`src/core/sos_pkg.sv`:
```
// sos_pkg: constants and types for the safety output supervisor.
// assumes a 20 MHz clock; all time figures are converted to cycle counts here.
package sos_pkg;
	// ==========================================================
	// clock and times
	localparam int unsigned CLK_HZ = 20_000_000;
	localparam int unsigned RESTART_GAP_MS = 80;
	localparam int unsigned PRESS_MIN_MS = 500;
	localparam int unsigned PRESS_MAX_MS = 4500;
	localparam int unsigned RESET_HOLD_MS = 500;
	localparam int unsigned AUTO_RESET_MS = 10000;
	localparam int unsigned FAULT_WINDOW_MIN = 15;
	localparam int unsigned FB_OPEN_MS = 350;
	localparam int unsigned FB_CLOSE_MS = 100;
	localparam int unsigned DEBOUNCE_US = 1000;
	localparam int unsigned CYCLE_BASE_US = 30000;
	localparam int unsigned CYCLE_STEP_US = 500;
	localparam int unsigned CYC_PER_MS = CLK_HZ / 1000;
	localparam int unsigned CYC_PER_US = CLK_HZ / 1_000_000;
	// least times round up (exact here), longest times round down
	localparam int unsigned RESTART_GAP_CYC = RESTART_GAP_MS * CYC_PER_MS;
	localparam int unsigned PRESS_MIN_CYC = PRESS_MIN_MS * CYC_PER_MS;
	localparam int unsigned PRESS_MAX_CYC = PRESS_MAX_MS * CYC_PER_MS;
	localparam int unsigned RESET_HOLD_CYC = RESET_HOLD_MS * CYC_PER_MS;
	localparam int unsigned AUTO_RESET_CYC = AUTO_RESET_MS * CYC_PER_MS;
	localparam longint unsigned FAULT_WINDOW_CYC =
		64'(FAULT_WINDOW_MIN) * 64'd60 * 64'(CLK_HZ);
	localparam int unsigned FB_OPEN_CYC = FB_OPEN_MS * CYC_PER_MS;
	localparam int unsigned FB_CLOSE_CYC = FB_CLOSE_MS * CYC_PER_MS;
	localparam int unsigned DEBOUNCE_CYC = DEBOUNCE_US * CYC_PER_US;
	localparam int unsigned CYCLE_BASE_CYC = CYCLE_BASE_US * CYC_PER_US;
	localparam int unsigned CYCLE_STEP_CYC = CYCLE_STEP_US * CYC_PER_US;
	// ==========================================================
	// zone set selection sizes, limits and widths
	localparam int unsigned SEL_IN_BASIC = 6;
	localparam int unsigned SEL_IN_EXT = 8;
	localparam int unsigned SETS_BASIC = 20;
	localparam int unsigned SETS_EXT = 70;
	localparam int unsigned WARN_MAX = 2;
	localparam int unsigned FAULT_LIMIT = 5;
	localparam int unsigned CODE_W = 2;
	localparam int unsigned SET_W = 7;
	localparam int unsigned CNT_W = 28;
	localparam int unsigned WIN_W = 35;
	localparam logic [SET_W-1:0] SET_NONE = 7'h7f;
	// ==========================================================
	// types
	typedef enum logic [2:0] {
		SOS_OFF = 3'b000,
		SOS_ON = 3'b001,
		SOS_REST = 3'b011,
		SOS_ERR = 3'b010
	} sos_state_e;
	// per-set zone evaluation from the optical core
	typedef struct packed {
		logic safety_hit;
		logic [WARN_MAX-1:0] warn_hit;
		logic [WARN_MAX-1:0] warn_used;
	} sos_zone_s;
	// static configuration
	typedef struct packed {
		logic ext_conn;
		logic auto_start;
		logic auto_reset_en;
		logic fb_en1;
		logic fb_en2;
		logic alarm_sel;
		logic [WARN_MAX-1:0] warn_act_high;
		logic [CODE_W-1:0] code;
	} sos_cfg_s;
endpackage

```
`src/core/sos_supervisor.sv`:
```
// sos_supervisor: safety switching output supervisor of a laser scanner.
// assumes the optical core reports zone hits per evaluated set, and that
// the output test pulse checker and fault sources are outside.
// Behaviour
// - active zone set follows the present control input pattern
// - each set has one safety zone and at most two warning zones
// - selection uses 6 inputs basic, 8 inputs extended connector
// - up to 20 sets basic, 70 sets extended
// - set change has no overlap; old set stops, new one starts
// - automatic start: outputs on when wiring good, no fault, zone free
// - violated safety zone drives safety outputs off
// - manual restart needs 80 ms since last switch off
// - restart only after press of 0.5 s to 4.5 s, on release
// - presses outside the window are ignored, outputs stay off
// - start input never leaves error state; reset needed
// - output test pulse faults while on enter error state
// - manual reset needs reset input held at least 500 ms
// - automatic reset attempts recovery 10 s after error
// - over 5 interface faults in 15 min disable automatic reset
// - feedback must open within 350 ms after outputs on
// - feedback must close within 100 ms after outputs off
// - feedback checked at each switching and before restart
// - feedback monitoring only for output pairs 1 and 2, if enabled
// - interference code sets cycle time 30 to 31.5 ms
// - basic connector alarm shows window dirty or fault
// - rest condition suspends zones but accepts wake command
// - warning outputs follow warning zones with configurable level
`timescale 1ns/10ps
module sos_supervisor
	import sos_pkg::*;
#(
	parameter int unsigned AUTO_RESET_CYCLES = AUTO_RESET_CYC,
	parameter int unsigned PRESS_MAX_CYCLES = PRESS_MAX_CYC,
	parameter longint unsigned FAULT_WINDOW_CYCLES = FAULT_WINDOW_CYC
) (
	// clock and reset
	input wire logic mclk_i,
	input wire logic reset_n_i,
	// configuration
	input wire sos_cfg_s cfg_i,
	input wire logic [SETS_EXT-1:0][SEL_IN_EXT-1:0] set_pattern_i,
	input wire logic [SETS_EXT-1:0] set_valid_i,
	// control inputs and buttons
	input wire logic [SEL_IN_EXT-1:0] ctrl_in_i,
	input wire logic start_btn_i,
	input wire logic reset_btn_i,
	input wire logic rest_req_i,
	// zone evaluation from the optical core
	input wire sos_zone_s zone_i,
	input wire logic zone_valid_i,
	// health
	input wire logic wiring_ok_i,
	input wire logic fault_i,
	input wire logic test_pulse_fault_i,
	input wire logic interface_fault_code_i,
	input wire logic window_dirty_warning_i,
	input wire logic [1:0] contactor_feedback_monitor_i,
	// outputs
	output logic [1:0] safety_switch_output_o,
	output logic [WARN_MAX-1:0] warn_o,
	output logic alarm_o,
	output logic [SET_W-1:0] active_set_o,
	output logic set_error_o,
	output logic cycle_tick_o,
	output logic auto_reset_lock_o,
	output logic [2:0] state_o
);
	// ==========================================================
	// helpers
	function automatic logic [SET_W-1:0] find_set(
		input logic [SEL_IN_EXT-1:0] pat, input logic ext);
		logic [SEL_IN_EXT-1:0] m;
		find_set = SET_NONE;
		m = ext ? '1 : SEL_IN_EXT'(8'h3f);
		for (int i = SETS_EXT - 1; i >= 0; i--) begin
			if (set_valid_i[i] && (ext || i < SETS_BASIC) &&
				((set_pattern_i[i] & m) == (pat & m)))
				find_set = SET_W'(i);
		end
	endfunction

	function automatic logic over(input logic [CNT_W-1:0] c,
		input int unsigned lim);
		over = c >= CNT_W'(lim);
	endfunction

	// ==========================================================
	// pushbuttons
	logic start_rel;
	logic [CNT_W-1:0] start_len, rst_hold;

	sos_press_timer u_start (
		.mclk_i(mclk_i), .reset_n_i(reset_n_i), .button_i(start_btn_i),
		.level_o(), .hold_o(), .release_o(start_rel),
		.length_o(start_len)
	);
	sos_press_timer u_reset (
		.mclk_i(mclk_i), .reset_n_i(reset_n_i), .button_i(reset_btn_i),
		.level_o(), .hold_o(rst_hold), .release_o(),
		.length_o()
	);

	logic start_ok;
	assign start_ok = start_rel && over(start_len, PRESS_MIN_CYC) &&
		(start_len <= CNT_W'(PRESS_MAX_CYCLES));

	// ==========================================================
	// zone set selection and cycle timing
	logic [SET_W-1:0] set_reg, set_next;
	logic trans_reg, trans_next;
	logic [CNT_W-1:0] cyc_reg, cyc_next;
	logic tick_reg, tick_next;
	logic [SET_W-1:0] want;
	logic [CNT_W-1:0] cyc_len;

	assign want = find_set(ctrl_in_i, cfg_i.ext_conn);
	assign cyc_len = CNT_W'(CYCLE_BASE_CYC) +
		CNT_W'(CYCLE_STEP_CYC) * CNT_W'(cfg_i.code);

	// on a change the old set is dropped at once; the new set waits for
	// its first own evaluation, trading one cycle of uptime for no overlap
	always_comb begin
		set_next = set_reg;
		trans_next = trans_reg;
		cyc_next = cyc_reg + CNT_W'(1);
		tick_next = 1'b0;
		if (cyc_reg >= cyc_len - CNT_W'(1)) begin
			cyc_next = '0;
			tick_next = 1'b1;
		end
		if (want != set_reg) begin
			set_next = want;
			trans_next = 1'b1;
		end else if (zone_valid_i) begin
			trans_next = 1'b0;
		end
	end

	always_ff @(posedge mclk_i) begin
		if (!reset_n_i) begin
			set_reg <= SET_NONE;
			trans_reg <= 1'b1;
			cyc_reg <= '0;
			tick_reg <= 1'b0;
		end else begin
			set_reg <= set_next;
			trans_reg <= trans_next;
			cyc_reg <= cyc_next;
			tick_reg <= tick_next;
		end
	end

	// ==========================================================
	// main state, timers, feedback checks, fault history
	sos_state_e st_reg, st_next;
	logic [CNT_W-1:0] tmr_reg, tmr_next; // time since last entry to off or error
	logic [CNT_W-1:0] fb_reg, fb_next; // feedback settle timer
	logic fb_pend_reg, fb_pend_next;
	logic [2:0] nfault_reg, nfault_next;
	logic [WIN_W-1:0] win_reg, win_next;
	logic lock_reg, lock_next;
	logic boot_reg, boot_next;
	logic [1:0] fb_used;
	logic fb_open, fb_closed, zone_free, healthy, fb_err, err_in;

	assign fb_used = {cfg_i.fb_en2, cfg_i.fb_en1};
	assign fb_open = &(contactor_feedback_monitor_i | ~fb_used);
	assign fb_closed = &(~contactor_feedback_monitor_i | ~fb_used);
	// a pending set change counts as not free, so the outputs drop on the
	// same edge as the set switch instead of one cycle after it
	assign zone_free = !zone_i.safety_hit && !trans_reg &&
		set_reg != SET_NONE && want == set_reg;
	assign healthy = wiring_ok_i && !fault_i;
	// feedback must change within its window after each switching
	assign fb_err = fb_pend_reg && ((st_reg == SOS_ON) ?
		over(fb_reg, FB_OPEN_CYC) : over(fb_reg, FB_CLOSE_CYC));
	assign err_in = fault_i || interface_fault_code_i || fb_err ||
		(st_reg == SOS_ON && test_pulse_fault_i);

	always_comb begin
		st_next = st_reg;
		tmr_next = tmr_reg;
		if (tmr_reg != '1)
			tmr_next = tmr_reg + CNT_W'(1);
		fb_next = fb_reg + CNT_W'(1);
		fb_pend_next = fb_pend_reg;
		nfault_next = nfault_reg;
		win_next = win_reg;
		lock_next = lock_reg;
		boot_next = boot_reg;
		// fault window restarts with the first counted fault
		if (nfault_reg != 3'h0) begin
			win_next = win_reg + WIN_W'(1);
			if (win_reg >= WIN_W'(FAULT_WINDOW_CYCLES)) begin
				nfault_next = 3'h0;
				win_next = '0;
			end
		end
		if (fb_pend_reg && ((st_reg == SOS_ON) ? fb_open : fb_closed))
			fb_pend_next = 1'b0;
		unique case (st_reg)
			SOS_OFF: begin
				if (rest_req_i) begin
					st_next = SOS_REST;
				end else if (err_in) begin
					st_next = SOS_ERR;
					tmr_next = '0;
				end else if (healthy && zone_free && fb_closed &&
					!fb_pend_reg &&
					((cfg_i.auto_start || boot_reg) ? 1'b1 :
					(over(tmr_reg, RESTART_GAP_CYC) && start_ok))) begin
					st_next = SOS_ON;
					fb_pend_next = |fb_used;
					fb_next = '0;
					boot_next = 1'b0;
				end
			end
			SOS_ON: begin
				if (err_in || rest_req_i || !zone_free) begin
					st_next = err_in ? SOS_ERR :
						(rest_req_i ? SOS_REST : SOS_OFF);
					tmr_next = '0;
					fb_pend_next = |fb_used;
					fb_next = '0;
				end
			end
			SOS_REST: begin
				// zones ignored here; only the wake command is watched
				if (!rest_req_i) begin
					st_next = SOS_OFF;
					tmr_next = '0;
				end
			end
			SOS_ERR: begin
				// the start button is not looked at in this state
				if (healthy && !err_in &&
					(over(rst_hold, RESET_HOLD_CYC) ||
					(cfg_i.auto_reset_en && !lock_reg &&
					over(tmr_reg, AUTO_RESET_CYCLES)))) begin
					st_next = SOS_OFF;
					tmr_next = '0;
					fb_pend_next = 1'b0;
				end
			end
			default: st_next = SOS_ERR;
		endcase
		if (st_reg != SOS_ERR && st_next == SOS_ERR &&
			interface_fault_code_i) begin
			if (nfault_reg == 3'(FAULT_LIMIT))
				lock_next = 1'b1;
			else
				nfault_next = nfault_reg + 3'h1;
		end
	end

	always_ff @(posedge mclk_i) begin
		if (!reset_n_i) begin
			st_reg <= SOS_OFF;
			tmr_reg <= '0;
			fb_reg <= '0;
			fb_pend_reg <= 1'b0;
			nfault_reg <= 3'h0;
			win_reg <= '0;
			lock_reg <= 1'b0;
			boot_reg <= 1'b1;
		end else begin
			st_reg <= st_next;
			tmr_reg <= tmr_next;
			fb_reg <= fb_next;
			fb_pend_reg <= fb_pend_next;
			nfault_reg <= nfault_next;
			win_reg <= win_next;
			lock_reg <= lock_next;
			boot_reg <= boot_next;
		end
	end

	// ==========================================================
	// output registers
	logic [1:0] out_reg, out_next;
	logic [WARN_MAX-1:0] warn_reg, warn_next;
	logic alarm_reg, alarm_next;

	always_comb begin
		// both channels of the pair always carry the same command
		out_next = (st_next == SOS_ON) ? 2'h3 : 2'h0;
		for (int w = 0; w < WARN_MAX; w++) begin
			// unused warning zones stay at their inactive level
			warn_next[w] = cfg_i.warn_act_high[w] ~^
				(zone_i.warn_hit[w] && zone_i.warn_used[w] &&
				st_reg != SOS_REST && !trans_reg && set_reg != SET_NONE);
		end
		alarm_next = !cfg_i.ext_conn && (cfg_i.alarm_sel ?
			(st_reg == SOS_ERR) : window_dirty_warning_i);
	end

	always_ff @(posedge mclk_i) begin
		if (!reset_n_i) begin
			out_reg <= 2'h0;
			warn_reg <= '0;
			alarm_reg <= 1'b0;
		end else begin
			out_reg <= out_next;
			warn_reg <= warn_next;
			alarm_reg <= alarm_next;
		end
	end

	assign safety_switch_output_o = out_reg;
	assign warn_o = warn_reg;
	assign alarm_o = alarm_reg;
	assign active_set_o = set_reg;
	assign set_error_o = (set_reg == SET_NONE);
	assign cycle_tick_o = tick_reg;
	assign auto_reset_lock_o = lock_reg;
	assign state_o = st_reg;
endmodule

```
`src/core/sos_press_timer.sv`:
```
// sos_press_timer: debounces one pushbutton and measures press length.
// assumes the button input is already synchronous to mclk_i.
`timescale 1ns/10ps
module sos_press_timer
	import sos_pkg::*;
(
	// clock and reset
	input wire logic mclk_i,
	input wire logic reset_n_i,
	// button
	input wire logic button_i,
	// debounced level, running hold count, release pulse with length
	output logic level_o,
	output logic [CNT_W-1:0] hold_o,
	output logic release_o,
	output logic [CNT_W-1:0] length_o
);
	// ==========================================================
	// debounce and hold counter
	logic sync_reg, sync_next;
	logic level_reg, level_next;
	logic [CNT_W-1:0] deb_reg, deb_next;
	logic [CNT_W-1:0] hold_reg, hold_next;
	logic rel_reg, rel_next;
	logic [CNT_W-1:0] len_reg, len_next;

	// a level must stay stable for the debounce time to be taken
	always_comb begin
		sync_next = button_i;
		level_next = level_reg;
		deb_next = '0;
		hold_next = hold_reg;
		rel_next = 1'b0;
		len_next = len_reg;
		if (sync_reg != level_reg) begin
			deb_next = deb_reg + CNT_W'(1);
			if (deb_reg == CNT_W'(DEBOUNCE_CYC - 1)) begin
				level_next = sync_reg;
				deb_next = '0;
			end
		end
		if (level_reg) begin
			// saturate so a stuck button never wraps into the window
			if (hold_reg != '1)
				hold_next = hold_reg + CNT_W'(1);
		end else begin
			hold_next = '0;
		end
		if (level_reg && !level_next) begin
			rel_next = 1'b1;
			len_next = hold_reg;
		end
	end

	always_ff @(posedge mclk_i) begin
		if (!reset_n_i) begin
			sync_reg <= 1'b0;
			level_reg <= 1'b0;
			deb_reg <= '0;
			hold_reg <= '0;
			rel_reg <= 1'b0;
			len_reg <= '0;
		end else begin
			sync_reg <= sync_next;
			level_reg <= level_next;
			deb_reg <= deb_next;
			hold_reg <= hold_next;
			rel_reg <= rel_next;
			len_reg <= len_next;
		end
	end

	assign level_o = level_reg;
	assign hold_o = hold_reg;
	assign release_o = rel_reg;
	assign length_o = len_reg;
endmodule

```
`config.mk`:
```
export PLATFORM = sky130hd
export DESIGN_NAME = sos_supervisor
export DESIGN_NICKNAME = d
export VERILOG_FILES = /design/src/core/sos_pkg.sv /design/src/core/sos_supervisor.sv /design/src/core/sos_press_timer.sv
export SDC_FILE = /design/constraint.sdc
export NUM_CORES = 1
export LEC_CHECK = 0
export BUFFER_PORTS_ARGS = -buffer_cell sky130_fd_sc_hd__buf_2
export CAP_MARGIN = 20
export CELL_PAD_IN_SITES_DETAIL_PLACEMENT = 1
export CELL_PAD_IN_SITES_GLOBAL_PLACEMENT = 1
export CORE_AREA = 2 2 270 272
export DETAILED_ROUTE_END_ITERATION = 8
export DIE_AREA = 0 0 272 274
export GPL_ROUTABILITY_DRIVEN = 0
export PLACE_DENSITY_LB_ADDON = 0.25
export SLEW_MARGIN = 20
export SYNTH_ARGS = -nofsm -noshare
export SYNTH_HDL_FRONTEND = slang
export SYNTH_SLANG_ARGS = --single-unit
```
`constraint.sdc`:
```
create_clock -name mclk_i -period 4.75 [get_ports mclk_i]
set_input_delay 0.475 -clock mclk_i [delete_from_list [all_inputs] [get_ports mclk_i]]
set_output_delay 0.475 -clock mclk_i [all_outputs]
set_load 0.02 [all_outputs]
```
### Word-level counts from Yosys, hierarchy flattened

Cells that the tools add are included.

* word-level logic and storage cells: 510
* input port bits: 666
* output and inout bits: 18
* flip-flop bits (word level): 287

* equality and inequality tests: 89
* magnitude comparators: 9
* bitwise gates (word level): 82
* muxes and demuxes: 113
* $mul: 1
* reduce and logical (&&, ||, !) cells: 180
* $add $sub $neg: 11

Operators with widths (count)
* $and A8 B8 Y8: 71
* $eq A8 B8 Y1: 70
* $mux W7: 69
* $mux W28: 10
* $add A28 B1 Y28 const B: 7
* $logic_and A1 B1 Y1: 150
* $pmux W28 S4: 1
* $ne A28 B28 Y1 const B: 3
* $eq A28 B15 Y1 const B: 2
* $ge A28 B21 Y1 const B: 2
* $ge A28 B24 Y1 const B: 2
* $pmux W28 S2: 1
* $add A35 B1 Y35 const B: 1
* $ge A35 B35 Y1 const B: 1
* $mux W35: 1
* $mux W3: 10
* $ge A28 B23 Y1 const B: 1
* $ge A28 B28 Y1: 1
* $ge A28 B28 Y1 const B: 1
* $le A28 B27 Y1 const B: 1
* $sub A21 B1 Y22 const B: 1
* $add A20 B16 Y21 const A: 1
* $mux W1: 14
* $mul A10 B2 Y12 const A: 1
* other kinds (27): 63

### Logic depth before layout (Yosys ltp)

Gate-level depths: netlist of the first run.

* word-level depth: 88
* mapped depth: 19
* depth with buffers taken out: 14

### Hierarchy

A second synthesis of the first run with hierarchy kept.

* cell total of the unflattened synthesis: 2752
* area total of the unflattened synthesis: 23313.6 µm²

By module, submodules not included
* sos_supervisor: seq. area each 2822.7 µm², times used 1, cells each 1922, area each 15511.1 µm²
* sos_press_timer: seq. area each 1741.7 µm², times used 2, cells each 415, area each 3901.2 µm²

### Least setup slack after synthesis of the first run

Ideal clock, no wire load.

* path kind: input to register
* start point: input ctrl_in_i[7]
* end point: register fb_reg[15]
* data arrival time: 4022 ps
* data required time: 4618 ps
* path buffers: 4
* setup time: 132 ps
* stages on the path: 17
* slack: 596 ps
* path through: buf_4 -> buf_4 -> xor2_1 -> o21ai_0 -> nor4b_1 -> or4b_2 -> nor2_1 -> nand4_1 -> nor4_1 -> xor2_1 -> nor4_2 -> nand3_1 -> or4_4 -> a21oi_2 -> buf_6 -> buf_6 -> nor3_1

* cells in the longest elaborated chain, start to end: 83
* elaborated cells between the ends (all ways): 224
* classes of those cells: eq/ne (71); mux (75); bitwise (1); reduce/logical (77)

Ends and longest elaborated chain
* from (decl): line sos_supervisor.sv:44 `input wire logic [SEL_IN_EXT-1:0] ctrl_in_i,`
* $and A8 B8 Y8 *: line sos_supervisor.sv:77 `((set_pattern_i[i] & m) == (pat & m)))`
* $eq A8 B8 Y1: line sos_supervisor.sv:77
* $logic_and A1 B1 Y1: line sos_supervisor.sv:76 `if (set_valid_i[i] && (ext || i < SETS_BASIC) &&`
* $mux W6: line sos_supervisor.sv:76
* $mux W7 (68 in a row): line sos_supervisor.sv:76
* $mux W7 *: line sos_supervisor.sv:76
* $eq A7 B7 Y1 *: line sos_supervisor.sv:172 `set_reg != SET_NONE && want == set_reg;`
* $logic_and A1 B1 Y1 *: line sos_supervisor.sv:172
* $logic_and A1 B1 Y1 (3 in a row): line sos_supervisor.sv:208 `end else if (healthy && zone_free && fb_closed &&`
* $logic_and A1 B1 Y1: line sos_supervisor.sv:209 `!fb_pend_reg &&`
* $mux W28: line sos_supervisor.sv:208
* $mux W28: line sos_supervisor.sv:205 `end else if (err_in) begin`
* $mux W28: line sos_supervisor.sv:203 `if (rest_req_i) begin`
* $pmux W28 S2 *: line sos_supervisor.sv:201 `unique case (st_reg)`
* to (signal assigned): line sos_supervisor.sv:269 `fb_reg <= fb_next;`
* to (decl): line sos_supervisor.sv:157 `logic [CNT_W-1:0] fb_reg, fb_next;`

Mark *: on every way between the ends. The rest lies on a longest branch, timed or not.
A chain may end at the register's enable or synchronous reset.

### Worst setup path in the final report of the first run

* start point: input ctrl_in_i[6]
* end point: register fb_reg[18]

Same word-level chain as after synthesis.

==> key figures, run 1 <==
STA
  • Final setup TNS: 0 ns
  • Clock Skews: 0.0291 ns
  • Slew Limit Fails: 0
  • Slew HR: 0.300
  • Setup WS post-layout: 0.177 ns
  • Tmin final: 4.57 ns
  • RSZ-0062 raised after global routing: false
  • Final Cycle Share: 0.963
  • Setup violators final: 0
  • Slew @ Worst Pin: 1.04 ns
  • Achievable Freq: 0.219 GHz
  • Hold Violations, Final: 0

Final layout
  • Nets@finish: 4,097
  • Final cell count without fillers: 4,418
  • Number of flip-flops in the largest register: 35
  • Layout Cell Area excl Fill: 27,800 um^2
  • Layout cell share with drive strength beyond 1: 0.272
  • Area Growth Syn to Fin: 30.6%

Logic synthesis
  • Synth top area share: 0.269
  • Yosys warns: 0
  • Count leader, synth: xnor2_1
  • Post-synth EDFFs: 0
  • Number of synthesized register bits: 286
  • Post-synth top flop: dfxtp_1
  • Top post-synthesis cells by count: xnor2_1, xor2_1, dfxtp_1
  • Cell count after synthesis: 2,642
  • Top post-synthesis cells by area: dfxtp_1, xnor2_1, xor2_1
  • Syn Std Cell Area: 21,300 um^2
  • Avg Inst Size Synth: 8.05 um^2
  • Cell taking the most area after synthesis: dfxtp_1
  • Post-synth ARST share: 0
  • Library cells used by synthesis: 84
  • Post-synthesis sequential area ratio: 0.269

Clocking
  • Setup Buffers After CTS: 0
  • Hold-fix buffers, CTS: 0
  • Max clock buf depth: 3
  • CTS Buf Count: 36
  • CTS Root Cell: clkbuf_16
  • Clk sinks: 286
  • PostCTS Resize Cnt: 0
  • H-tree depth: 2
  • Clk slew on worst S/H paths: 0.05 ns
  • Clock Latency Late Sink: 0.55 ns
  • CTS tree: built

Detailed routing
  • DRC viols: 0
  • First-pass iteration count of the detailed router: 6
  • DR vias/cell: 4.99
  • Routed wire per std cell: 23.3 um
  • Routed wire length: 103,000 um
  • Antenna-violating nets left: 0
  • Via count: 22,000
  • 1st-iter DRT viols: 1,244

Placement
  • Placed Cells incl. Taps: 4,322
  • Hpwl dp: 87,100 um
  • Placement Cell Area: 26,500 um^2
  • Pre-CTS setup slack: -0.538 ns
  • IO buf count: 683

Pwr
  • Sw Pwr: 1.93 mW
  • Flop pwr share: 0.366
  • Max VDD drop: 0.216 mV
  • Leak pwr: 11.2 nW
  • Sw Ratio: 0.288
  • Combinational fraction of design power: 0.222
  • Clock Power Share: 0.413
  • P per Cell Area: 241 nW/um^2
  • P_int: 4.76 mW

Outcome
  • Outcome: finished clean

Critical path
  • Crit-path max FO: 29
  • Worst R2R Setup Slack: 1.10 ns
  • Critical R2R Launch: u_reset.hold_o[12]$_SDFFE_PN0P_
  • Worst path required time: 5.12 ns
  • Crit. End Element: flop
  • CP startpoint kind: primary input
  • Crit path from: ctrl_in_i[6]
  • Crit path kind: in2reg
  • CP arrival: 4.94 ns

GRT
  • GRT overflow: 0
  • Total GRT Usage: 0.267
  • Initial antenna violation count: 42
  • Global-route wire length before repair: 148,000 um
  • Largest net degree at the start of global routing: 68
  • Vias in the first global route: 22,700

Die
  • Row count: 99
  • Initial Utilization: 0.296
  • Chip width: 272 um
  • Core Box Area: 72,000 um^2
  • Chip Height: 274 um
  • DIE AREA: 74,500 um^2
  • Top-Level Pins: 684

Flow run
  • Maxcap violations: 0

Hold path
  • Worst Min Path Start: reset_btn_i
  • Hold crit path type: in2reg
[worst paths after layout]
path / end / depth (start not counted)
setup / recovery: fb_reg[18]$_SDFF_PN0_ / 19
hold / removal: u_reset.sync_reg$_SDFF_PN0_ / 2
setup reg to reg: u_reset.hold_o[21]$_SDFFE_PN0P_ / 13
hold reg to reg: cyc_reg[0]$_SDFF_PP0_ / 1
[power by group through the flow]
stage / Combinational [mW] / Sequential (mW) / Clock, mW
floorplan: 0.744 / 2.50 / 0
global placement: 1.47 / 2.50 / 0
detailed placement: 1.48 / 2.50 / 0
CTS: 1.48 / 2.45 / 2.85
global route: 1.59 / 2.45 / 2.94
finish: 1.48 / 2.45 / 2.76
[layer usage]
| metal | vias up | track usage | part of all wire |
|---|---|---|---|
| met5 | - | 0 | 0.00032 |
| met4 | 6 | 0.157 | 0.058 |
| met3 | 200 | 0.0490 | 0.058 |
| met2 | 678 | 0.443 | 0.47 |
| met1 | 10500 | 0.323 | 0.41 |
| li1 | 10600 | - | - |
[layout by cell type (no fill, tap or decap), types with 25 or more instances in the layout]
cell | Yosys | routed
and3_1 | 62 | 62
clkbuf_16 | 0 | 36
dfxtp_1 | 286 | 286
nand2_1 | 233 | 233
nand4_1 | 82 | 82
inv_1 | 54 | 53
a21oi_1 | 68 | 68
nor2_1 | 267 | 267
o2111ai_1 | 25 | 25
o21ai_0 | 50 | 49
nor4_1 | 51 | 46
nor3_1 | 114 | 113
diode_2 | 0 | 31
buf_2 | 9 | 674
nand3_1 | 170 | 170
xnor2_1 | 400 | 400
ha_1 | 30 | 30
xor2_1 | 331 | 331
buf_4 | 24 | 135
[metrics by stage]
stage	power, mW	util	hold WS [ns]
2_1_floorplan	3.24	-	0.418
3_3_place_gp	3.97	0.368	0.433
3_5_place_dp	3.98	0.368	0.441
4_1_cts	6.78	0.384	0.131
5_1_grt	6.98	0.386	0.139
6_report	6.69	0.386	0.150
[cells by family after synthesis]
kind of cell / Yosys count / share of synthesized area
adder cells (fa/ha/maj): 30 / 0.0176
multiplexers: 7 / 0.00335
flip-flops: 286 / 0.269
other: 1 / 0.000176
AND/OR/NAND/NOR: 1125 / 0.264
buffers and inverters: 175 / 0.0521
AO/OA/AOI/OAI: 287 / 0.0931
XOR/XNOR: 731 / 0.301
[area by class of cell]
type	count	area, um^2
Clock inverter	15	168
Clock buffer	50	1020
Timing Repair Buffer	832	4840
Tap cell	959	1200
Inverter	55	206
Multi-Input combinational cell	2190	14500
Sequential cell	286	5730
Fill cell	8929	44200
Antenna cell	31	77.6
[critical path: stages]
cell and delay (ns):
buf_4 0.26, buf_12 0.23, buf_4 0.19, xor2_1 0.09, nor4_2 0.36, buf_4 0.18
nand3_1 0.24, nand4_1 0.22, o211ai_1 0.15, nor4b_1 0.21, o221a_1 0.28, xor2_1 0.17
nor4_2 0.34, nand3_1 0.29, buf_4 0.24, or4_4 0.49, a21oi_2 0.20, buf_12 0.20
nor3_1 0.07
Power figures use the tool's default switching activity.
==> run 2: changes to the inputs <==
Clock period 4.75 ns to 4.7 ns, I/O delays scaled along.
==> key figures, run 2 (synthesis results as in run 1) <==
Final layout
  • Most common cell after layout, fill and taps aside: buf_2
  • Util after Layout: 0.387
  • Layout cell share with drive strength beyond 1: 0.274
  • Area occupied by multi-input gates: 14,500 um^2
  • Number of flip-flops in the largest register: 35
  • Most frequent cells in the layout: buf_2, xnor2_1, xor2_1, dfxtp_1, nor2_1
  • Area Growth Syn to Fin: 31.0%
  • Nets@finish: 4,113
  • FF/Latch Area: 5730 um^2
  • # fillers: 8,915

GRT
  • Initial antenna violation count: 40
  • Global-route wire length before repair: 149,000 um
  • Largest net degree at the start of global routing: 68
  • GRT overflow: 0
  • Total GRT Usage: 0.269
  • Vias in the first global route: 23,000

Pwr
  • Leak pwr: 11.3 nW
  • Tot Pwr: 6.71 mW
  • P per Cell Area: 241 nW/um^2
  • Max VDD drop: 0.212 mV

Detailed routing
  • 1st-iter DRT viols: 1,173
  • First-pass iteration count of the detailed router: 5
  • DR vias/cell: 5.02
  • DRC viols: 0
  • Antenna-violating nets left: 0
  • Routed wire per std cell: 23.4 um
  • Routed wire length: 103,000 um
  • Via count: 22,200

Clocking
  • CTS Buf Count: 36
  • Max clock buf depth: 3
  • Hold-fix buffers, CTS: 0
  • CTS Root Cell: clkbuf_16
  • Clock Latency Late Sink: 0.54 ns
  • Clk slew on worst S/H paths: 0.05 ns
  • CTS tree: built
  • H-tree depth: 2
  • Clk sinks: 286

STA
  • Final Cycle Share: 0.966
  • Tmin final: 4.54 ns
  • Hold Violations, Final: 0
  • Achievable Freq: 0.220 GHz
  • Min Hold Slack: 0.145 ns
  • Slew HR: 0.286
  • RSZ-0062 raised after global routing: false
  • Final setup TNS: 0 ns
  • Setup WS post-layout: 0.162 ns
  • Setup violators final: 0
  • Slew @ Worst Pin: 1.06 ns
  • Clock Skews: 0.0177 ns
  • Slew Limit Fails: 0

Hold path
  • Hold crit path type: in2reg
  • Worst Min Path Start: reset_btn_i

Critical path
  • Crit path from: ctrl_in_i[5]
  • CP arrival: 4.91 ns
  • Crit. End Element: flop
  • Crit-path max FO: 29
  • Worst path required time: 5.08 ns
  • Crit path kind: in2reg
  • Critical R2R Launch: u_reset.hold_o[12]$_SDFFE_PN0P_
  • CP startpoint kind: primary input

Flow run
  • Maxcap violations: 0

Die
  • Chip width: 272 um
  • Initial Utilization: 0.296
  • Top-Level Pins: 684
  • Chip Height: 274 um
  • Core Box Area: 72,000 um^2
  • DIE AREA: 74,500 um^2
  • Row count: 99

Placement
  • Pre-CTS setup slack: -0.702 ns
  • IO buf count: 683
  • Hpwl dp: 87,500 um

Outcome
  • Outcome: finished clean
-- run 2: metal layers --
layer	share of wire	vias to the layer above	global-route usage
met2	0.48	609	0.465
met5	0.00012	-	0
li1	-	10700	-
met1	0.42	10800	0.331
met3	0.053	150	0.0412
met4	0.049	2	0.119
-- run 2: final timing paths --
check / slack, ns / end / cells after the start
max: 0.16 / fb_reg[26]$_SDFF_PN0_ / 19
min: 0.14 / u_reset.sync_reg$_SDFF_PN0_ / 2
max reg2reg: 1.04 / u_reset.hold_o[17]$_SDFFE_PN0P_ / 13
min reg2reg: 0.45 / cyc_reg[0]$_SDFF_PP0_ / 1
-- run 2: worst max-delay path, cell delays in order --
cell and delay, ns:
buf_4 0.13, buf_12 0.17, buf_4 0.17, xor2_1 0.16, nor4_1 0.71, nand3_1 0.19
nand4_1 0.17, buf_4 0.14, nor2_1 0.04, o311ai_1 0.29, o221a_1 0.28, xor2_1 0.09
nor4_2 0.33, nand3_1 0.31, buf_4 0.25, or4_4 0.49, a21oi_2 0.20, buf_12 0.20
nor3_1 0.07
-- run 2: power by group --
part | switching (mW) | internal [mW] | leakage (nW)
Combinational | 0.827 | 0.681 | 8.37
Clock | 1.09 | 1.64 | 0.574
Sequential | 0.0255 | 2.45 | 2.31
-- run 2: cell type report --
type,instances,share of cell area
repair buffers,848,0.179
flip-flops and latches,286,0.205
multi-input cells,2190,0.522
clock inverters,9,0.00301
inverters,55,0.00741
diodes,25,0.00224
clock buffers,54,0.0387
well taps,959,0.0431
-- run 2: timing repair --
action | CTS | global route
setup buffers | 0 | 0
pin swaps | 0 | 0
setup endpoints to repair | 29 | 29
endpoints found under the hold margin | 0 | 0
resized for setup | 1 | 4
-- run 2: stage by stage --
step / std cells / area (um^2)
after floorplan: 2651 / 21300
after global placement: 4337 / 26600
after detailed placement: 4337 / 26600
after CTS: 4400 / 27800
after global routing: 4422 / 27900
final: 4426 / 27900
